## src/logic/intc_pkg.sv

```systemverilog
// Package with register map, field layouts and types of the interrupt controller.
package intc_pkg;

    // Source count, priority width, source number width and register counts.
    localparam int NUM_SRC   = 128;
    localparam int LVL_W     = 4;
    localparam int SRC_W     = 7;
    localparam int WORDS     = NUM_SRC / 32;
    localparam int PRIO_REGS = 8;
    localparam int PRIO_PER  = 16;

    // Byte offsets of the register words.
    localparam logic [11:0] OFF_CTRL    = 12'h000;
    localparam logic [11:0] OFF_MASK    = 12'h004;
    localparam logic [11:0] OFF_ENNUM   = 12'h008;
    localparam logic [11:0] OFF_DISNUM  = 12'h00C;
    localparam logic [11:0] OFF_VECTOR  = 12'h010;
    localparam logic [11:0] OFF_ENABLE  = 12'h020;
    localparam logic [11:0] OFF_TYPE    = 12'h040;
    localparam logic [11:0] OFF_PRIO    = 12'h060;
    localparam logic [11:0] OFF_PEND_N  = 12'h080;
    localparam logic [11:0] OFF_PEND_F  = 12'h0A0;
    localparam logic [11:0] OFF_RAW     = 12'h0C0;

    // Reset values and field positions.
    localparam logic [LVL_W-1:0] MASK_RST = 4'h0;
    localparam logic [31:0]      WORD_RST = 32'h0000_0000;
    localparam int               CTRL_EN_BIT = 0;
    localparam int               VEC_NVALID  = 31;
    localparam int               VEC_FVALID  = 30;
    localparam int               VEC_LVL_LSB = 8;

    // AHB-Lite encodings.
    localparam logic [1:0] HTRANS_IDLE   = 2'h0;
    localparam logic [1:0] HTRANS_NONSEQ = 2'h2;
    localparam logic [2:0] HSIZE_WORD    = 3'h2;
    localparam int         HPROT_PRIV    = 1;

    // Result of the normal-request search.
    typedef struct packed {
        logic             valid;
        logic [LVL_W-1:0] level;
        logic [SRC_W-1:0] src;
    } winner_t;

    // Latched address phase of a bus transfer.
    typedef struct packed {
        logic        sel;
        logic        write;
        logic        priv;
        logic [11:0] addr;
    } bus_req_t;

endpackage

```

## src/logic/intc_top.sv

```systemverilog
// Vectored interrupt controller with AHB-Lite register slave.
//
// Summary of operation
// RULE_01 - Up to 128 internal and external interrupt sources are collected.
// RULE_02 - Each source has an enable, set via bits or by-number registers.
// RULE_03 - Enable-by-number sets one bit; disable-by-number clears one bit.
// RULE_04 - Enabled asserted source raises normal or fast request per type bit.
// RULE_05 - Only supervisor-mode accesses read or change controller state.
// RULE_06 - Pending fast requests take precedence over all normal requests.
// RULE_07 - Highest level wins; among equal levels the highest source number.
// RULE_08 - Sixteen priority levels per source; level zero is lowest.
// RULE_09 - Levels are programmed through eight priority level registers.
// RULE_10 - A writable mask register masks normal requests by priority.
// RULE_11 - Normal requests at or below the mask level do not assert.
`timescale 1ns/1ps
module intc_top
    import intc_pkg::*;
#(
    parameter int N_SRC = NUM_SRC
)(
    input  wire logic              clk,
    input  wire logic              reset,
    input  wire logic [N_SRC-1:0]  irq_src,
    input  wire logic              hsel,
    input  wire logic [31:0]       haddr,
    input  wire logic [1:0]        htrans,
    input  wire logic              hwrite,
    input  wire logic [2:0]        hsize,
    input  wire logic [3:0]        hprot,
    input  wire logic [31:0]       hwdata,
    input  wire logic              hready,
    output logic      [31:0]       hrdata,
    output logic                   hreadyout,
    output logic                   hresp,
    output logic                   irq_normal,
    output logic                   irq_fast
);

    // Sources may come from other clock domains: two-stage synchroniser.
    logic [N_SRC-1:0]        src_meta_r;
    logic [N_SRC-1:0]        src_sync_r;
    logic [N_SRC-1:0]        enable_r;
    logic [N_SRC-1:0]        type_r;
    logic [N_SRC*LVL_W-1:0]  level_r;
    logic [LVL_W-1:0]        mask_r;
    logic                    ctrl_en_r;
    bus_req_t                req_r;
    logic [31:0]             hrdata_r;
    logic                    irq_normal_r;
    logic                    irq_fast_r;
    logic [31:0]             vector_r;

    always_ff @(posedge clk or posedge reset) begin
        if (reset) begin
            src_meta_r <= '0;
            src_sync_r <= '0;
        end else begin
            src_meta_r <= irq_src;
            src_sync_r <= src_meta_r; // RULE_01
        end
    end

    // Active sources split by type.
    logic [N_SRC-1:0] active;
    logic [N_SRC-1:0] pend_fast;
    logic [N_SRC-1:0] pend_norm;
    assign active    = src_sync_r & enable_r;   // RULE_04
    assign pend_fast = active & type_r;         // RULE_04
    assign pend_norm = active & ~type_r;        // RULE_04

    // Priority tree over normal requests; leaves hold level and number.
    localparam int LEAVES = 1 << SRC_W;
    winner_t tree [2*LEAVES-1];

    genvar gi;
    generate
        for (gi = 0; gi < LEAVES; gi++) begin : g_leaf
            if (gi < N_SRC) begin : g_real
                assign tree[LEAVES-1+gi].valid = pend_norm[gi] & ctrl_en_r;
                assign tree[LEAVES-1+gi].level =
                    level_r[gi*LVL_W +: LVL_W]; // RULE_08
                assign tree[LEAVES-1+gi].src = SRC_W'(gi);
            end else begin : g_pad
                assign tree[LEAVES-1+gi] = '0;
            end
        end
        for (gi = 0; gi < LEAVES-1; gi++) begin : g_node
            intc_prio_pick u_pick (
                .lo  (tree[2*gi+1]),
                .hi  (tree[2*gi+2]),
                .win (tree[gi])
            );
        end
    endgenerate

    // Fast requests bypass the tree and the mask entirely.
    logic    fast_any;
    logic    norm_ok;
    winner_t best;
    assign best     = tree[0];
    assign fast_any = ctrl_en_r & (|pend_fast); // RULE_06
    assign norm_ok  = best.valid && (best.level > mask_r); // RULE_11

    // Request outputs are registered to keep the tree off the core's path.
    always_ff @(posedge clk or posedge reset) begin
        if (reset) begin
            irq_fast_r   <= 1'b0;
            irq_normal_r <= 1'b0;
        end else begin
            irq_fast_r   <= fast_any;              // RULE_04
            irq_normal_r <= norm_ok && !fast_any;  // RULE_06
        end
    end
    assign irq_fast   = irq_fast_r;
    assign irq_normal = irq_normal_r;

    // Vector word shows the chosen request: fast flag, normal flag,
    // level and number of the best normal request, kept even when a fast request clears the normal flag.
    always_ff @(posedge clk or posedge reset) begin
        if (reset) begin
            vector_r <= WORD_RST;
        end else begin
            vector_r <= WORD_RST;
            vector_r[VEC_FVALID] <= fast_any;
            vector_r[VEC_NVALID] <= norm_ok && !fast_any; // RULE_06
            vector_r[VEC_LVL_LSB +: LVL_W] <= best.level;
            vector_r[SRC_W-1:0] <= best.src;              // RULE_07
        end
    end

    // Address phase capture; privileged transfers are flagged.
    logic addr_ok;
    assign addr_ok = hsel && hready && (htrans == HTRANS_NONSEQ)
                     && (hsize == HSIZE_WORD);

    always_ff @(posedge clk or posedge reset) begin
        if (reset) begin
            req_r <= '0;
        end else if (hready) begin
            req_r.sel   <= addr_ok;
            req_r.write <= hwrite;
            req_r.priv  <= hprot[HPROT_PRIV]; // RULE_05
            req_r.addr  <= haddr[11:0];
        end
    end

    // Write strobe of the data phase; user-mode writes are dropped.
    logic       wr;
    logic [3:0] wsub;
    logic [11:0] wbase;
    assign wr    = req_r.sel && req_r.write && req_r.priv; // RULE_05
    assign wsub  = {1'b0, req_r.addr[4:2]}; // Word inside a 32-byte window.
    assign wbase = {req_r.addr[11:5], 5'h00};

    // Control and mask registers.
    always_ff @(posedge clk or posedge reset) begin
        if (reset) begin
            ctrl_en_r <= 1'b0;
            mask_r    <= MASK_RST;
        end else if (wr && req_r.addr == OFF_CTRL) begin
            ctrl_en_r <= hwdata[CTRL_EN_BIT];
        end else if (wr && req_r.addr == OFF_MASK) begin
            mask_r <= hwdata[LVL_W-1:0]; // RULE_10
        end
    end

    // Enable bits: word writes plus set and clear by source number.
    always_ff @(posedge clk or posedge reset) begin
        if (reset) begin
            enable_r <= '0;
        end else if (wr && wbase == OFF_ENABLE && wsub < 4'(WORDS)) begin
            enable_r[wsub[1:0]*32 +: 32] <= hwdata; // RULE_02
        end else if (wr && req_r.addr == OFF_ENNUM) begin
            if (hwdata < 32'(N_SRC)) begin
                enable_r[hwdata[SRC_W-1:0]] <= 1'b1; // RULE_03
            end
        end else if (wr && req_r.addr == OFF_DISNUM) begin
            if (hwdata < 32'(N_SRC)) begin
                enable_r[hwdata[SRC_W-1:0]] <= 1'b0; // RULE_03
            end
        end
    end

    // Type bits select fast (1) or normal (0) per source.
    always_ff @(posedge clk or posedge reset) begin
        if (reset) begin
            type_r <= '0;
        end else if (wr && wbase == OFF_TYPE && wsub < 4'(WORDS)) begin
            type_r[wsub[1:0]*32 +: 32] <= hwdata; // RULE_04
        end
    end

    // Eight level registers, sixteen 4-bit fields in each.
    always_ff @(posedge clk or posedge reset) begin
        if (reset) begin
            level_r <= '0;
        end else if (wr && wbase == OFF_PRIO && wsub < 4'(PRIO_REGS)) begin
            level_r[wsub[2:0]*(PRIO_PER*LVL_W) +: PRIO_PER*LVL_W]
                <= {2{hwdata}}; // RULE_09
        end
    end

    // Read mux; user-mode reads and holes return zero.
    logic [31:0] rd_nxt;
    logic [1:0]  rw;
    logic [11:0] rbase;
    always_comb begin
        rw     = haddr[3:2];
        rbase  = {haddr[11:5], 5'h00};
        rd_nxt = WORD_RST;
        if (addr_ok && !hwrite && hprot[HPROT_PRIV]) begin // RULE_05
            if (haddr[11:0] == OFF_CTRL) begin
                rd_nxt[CTRL_EN_BIT] = ctrl_en_r;
            end else if (haddr[11:0] == OFF_MASK) begin
                rd_nxt[LVL_W-1:0] = mask_r;
            end else if (haddr[11:0] == OFF_VECTOR) begin
                rd_nxt = vector_r;
            end else if (haddr[4] == 1'b0) begin
                case (rbase)
                    OFF_ENABLE: rd_nxt = enable_r[rw*32 +: 32];
                    OFF_TYPE:   rd_nxt = type_r[rw*32 +: 32];
                    OFF_PEND_N: rd_nxt = pend_norm[rw*32 +: 32];
                    OFF_PEND_F: rd_nxt = pend_fast[rw*32 +: 32];
                    OFF_RAW:    rd_nxt = src_sync_r[rw*32 +: 32];
                    default:    rd_nxt = WORD_RST;
                endcase
            end
            if (rbase == OFF_PRIO) begin
                rd_nxt = level_r[haddr[4:2]*(PRIO_PER*LVL_W) +: 32];
            end
        end
    end

    // Read data registered at the end of an accepted address phase and
    // held through idle cycles, so a late sampler still sees the word.
    always_ff @(posedge clk or posedge reset) begin
        if (reset) begin
            hrdata_r <= WORD_RST;
        end else if (addr_ok) begin
            hrdata_r <= rd_nxt;
        end
    end

    assign hrdata    = hrdata_r;
    assign hreadyout = 1'b1;
    assign hresp     = 1'b0;

endmodule

```

## src/logic/intc_prio_pick.sv

```systemverilog
// Compare stage of the priority tree: keeps the higher of two candidates.
`timescale 1ns/1ps
module intc_prio_pick
    import intc_pkg::*;
(
    input  winner_t lo,
    input  winner_t hi,
    output winner_t win
);

    // The upper-numbered candidate wins ties, so equal levels resolve
    // toward the highest source number.
    always_comb begin
        if (!lo.valid) begin
            win = hi;
        end else if (!hi.valid) begin
            win = lo;
        end else if (lo.level > hi.level) begin
            win = lo;
        end else begin
            win = hi; // RULE_07
        end
    end

endmodule

```

## config.mk

```make
export PLATFORM = sky130hd
export DESIGN_NAME = intc_top
export DESIGN_NICKNAME = d
export VERILOG_FILES = /design/src/logic/intc_pkg.sv /design/src/logic/intc_top.sv /design/src/logic/intc_prio_pick.sv
export SDC_FILE = /design/constraint.sdc
export NUM_CORES = 2
export LEC_CHECK = 0
export BUFFER_PORTS_ARGS = -buffer_cell sky130_fd_sc_hd__buf_2
export CAP_MARGIN = 20
export CORE_ASPECT_RATIO = 0.8
export CORE_MARGIN = 5
export CORE_UTILIZATION = 40
export CTS_CLUSTER_SIZE = 20
export DETAILED_ROUTE_END_ITERATION = 8
export GPL_TIMING_DRIVEN = 0
export HOLD_SLACK_MARGIN = 0.12
export REMOVE_ABC_BUFFERS = 1
export SYNTH_ARGS = -nofsm -noshare
export SYNTH_HDL_FRONTEND = slang
export SYNTH_HIERARCHICAL = 1
export SYNTH_SLANG_ARGS = --single-unit
export TNS_END_PERCENT = 5
```

## constraint.sdc

```tcl
create_clock -name clk -period 27.7 [get_ports clk]
set_clock_uncertainty 0.05 [all_clocks]
set_input_delay 2.77 -clock clk [delete_from_list [all_inputs] [get_ports clk]]
set_output_delay 2.77 -clock clk [all_outputs]
set_load 0.05 [all_outputs]
```

==> reports/summary.txt <==
CP max stage delay = 0.99 ns
Antenna Nets Post-Route = 0
Clock power share = 44.8%
Vias in the first global route = 64,298
HP Start = src_meta_r[26]$_DFF_PP0_
Sequential power share = 41.0%
Pin count of the biggest net entering global routing = 129
Initial antenna violation count = 43
Main synth FF type = dfrtp_1
Mean post-synth cell area = 9.93 µm²
Area of the die = 206,000 µm²
Die height = 407 µm
Register Area = 20,800 µm²
Critical path's top delay family = compound AO/OA/AOI/OAI gates
Port bufs = 216
CTS tree = done
Sequential share of the synthesized area = 26.5%
Fill count = 18,408
Crit. path cell count = 44
CP arrival = 15.27 ns
Critical path class = reg2reg
CTS Buf Count = 96
Core ar. = 195,000 µm²
I/O Pins = 242
Clk_lat worst skew = 0.78 ns
Post-layout util = 45.5%
Via Count = 68,222
GPL Wtd Cong = 1.03
Root Buffer = clkbuf_16
Worst Path Buf+Inv = 4
Synth warnings = 6
Detailed Route WL = 367,000 µm
Post-CTS Setup Bufs = 0
Maximum vdd drop = 0.0575 mV
Iteration-0 DRC Markers = 9,362
Critical path endpoint category = flip-flop
Commonest non-fill, non-tap cells in the layout = 1,270 x mux2_4, 905 x nand2_1, 898 x conb_1
Initial Util = 40.2%
Tot GR Track Use = 34.4%
Lkg Pwr = 44.1 nW
P_int = 2.18 mW
Mapped Area = 78,600 µm²
Post-synth EDFFs = 0
Most common cell after layout, fill and taps aside = mux2_4
Cell Pwr Density = 34.9 nW/µm²
CP Max Fanout = 72
Endpoints failing hold = 0
Slew @ Worst Pin = 1.32 ns
Crit-path slowest cell = dfrtp_4
Fin crit period = 14.74 ns
Nets = 9,489
R2R Path End = vector_r[31]$_DFF_PP0_
Place WS = 13.11 ns
Placed cell areas = 85,300 µm²
Area Growth Syn to Fin = 13.2%
H-tree Lvls = 3
FFs w/ async S/R, synth = 100%
Worst EP required = 28.23 ns
Hold-fix buffers at CTS = 0
Layout cell share with drive strength beyond 1 = 28.2%
Slew Viols, Final = 0
Final period utilization = 53.2%
Number of core rows = 145
Sink Count = 833
Vias/cell = 5.96
HP Class = reg2reg
Post-route cell area = 89,000 µm²
Grt ovf = 0
Max-cap violations = 0
Status = complete, but fails checks
Switching share of total power = 29.6%
Area of the multi-input gates = 56,000 µm²
Hold Path Sink = src_sync_r[26]$_DFF_PP0_
Avg WL per Cell = 32.1 µm
Post-Place Cells = 11,222
Worst r2r src = ctrl_en_r$_DFFE_PP0P_
Net Switching = 918 µW
R2R Setup Slk = 12.96 ns
Achievable clock frequency = 67.8 MHz
RSZ-0062 raised after global routing = false
Die Wd = 506 µm
Cell Count, Final, Fillers Out = 11,438
Slew margin rel. = 12.1%
Post-Syn Instances = 7,919
Setup-failing EPs final = 0
Post-synth cell types = 85
Post_cts resized = 0
Hold path depth = 0
Number of synthesized register bits = 833
Clk buf depth = 3
Reg2Reg Depth = 44
Crit path launch type = flip-flop
PnR worst setup slack = 12.96 ns
DRC Markers = 6
First-pass GRT wire length = 500,000 µm
CTS clk-pin slew, worst paths = 0.07 ns
Pre-Repair DR Iteration Count = 9
Combinational share of power = 14.2%
Violated checks = DRC
Hpwl dp = 285,000 µm
-- area by class of cell --
class	instances	share of cell area, %
clock inverter	57	0.892
multi-input combinational	6845	63.0
inverter	668	2.83
antenna	26	0.0731
sequential	833	23.4
tap	2572	3.62
clock buffer	118	2.88
timing repair buffer	319	3.31
-- worst reg2reg max path, delay by kind of cell, from the launching register on --
kind	cells	cell delay (ns)
AOI/OAI and AO/OA	16	6.52
muxes	7	2.48
adders and majority gates	7	2.15
and+or+nand+nor	10	1.83
DFF	1	0.99
buffers and inverters	4	0.53
-- routing by layer --
metal | track usage, % | wire length, µm
met5 | 0.589 | 306
met2 | 48.2 | 145000
met3 | 13.4 | 47300
met1 | 43.5 | 144000
met4 | 23.5 | 30500
-- synthesized netlist by cell type (127+ instances only) --
cell / number / area (µm²)
a21oi_2: 128 / 1120
nor2b_1: 190 / 1190
mux2_4: 1270 / 19100
nand3_1: 310 / 1550
buf_6: 129 / 1450
a21oi_1: 226 / 1130
dfrtp_1: 833 / 20800
or2_2: 130 / 813
ha_1: 520 / 6510
inv_1: 667 / 2500
o21ai_0: 744 / 3720
mux2_2: 219 / 2470
a211oi_2: 128 / 1600
o21bai_1: 127 / 953
clkbuf_1: 257 / 965
nand2_1: 919 / 3450
-- power by group through the flow --
stage	Clock [mW]	Sequential, mW	Combinational [mW]
floorplan	0	1.28	0.228
global placement	0	1.30	0.391
detailed placement	0	1.29	0.409
CTS	1.39	1.27	0.410
global route	1.44	1.27	0.455
finish	1.39	1.27	0.440
-- metrics by stage --
step                hold slack (ns)  setup TNS, ns  power [mW]
finish                        0.283              0        3.10
global route                  0.288              0        3.17
CTS                           0.286              0        3.08
detailed placement            0.285              0        1.70
global placement              0.282       -6912.75        1.69
floorplan                     0.281              0        1.51
-- worst max path at each step --
stage | start | endpoint
floorplan | reset | async pin
global placement | reset | vector_r[2]$_DFF_PP0_
detailed placement | ctrl_en_r$_DFFE_PP0P_ | vector_r[31]$_DFF_PP0_
CTS | ctrl_en_r$_DFFE_PP0P_ | vector_r[31]$_DFF_PP0_
global route | ctrl_en_r$_DFFE_PP0P_ | vector_r[31]$_DFF_PP0_
finish | ctrl_en_r$_DFFE_PP0P_ | vector_r[31]$_DFF_PP0_
-- kinds of logic (layout without fill, tap and decap cells) --
logic type / Yosys count / count (layout) / synth area share (%)
AOI/OAI and AO/OA: 1817 / 1817 / 15.3
adders and majority gates: 520 / 520 / 8.28
and+or+nand+nor: 1951 / 1951 / 12.5
DFF: 833 / 833 / 26.5
other: 2 / 924 / 0.00955
buffers and inverters: 1137 / 1162 / 6.77
muxes: 1656 / 1656 / 30.6
xor gates and xnor gates: 3 / 3 / 0.0334
Power figures use the tool's default switching activity.
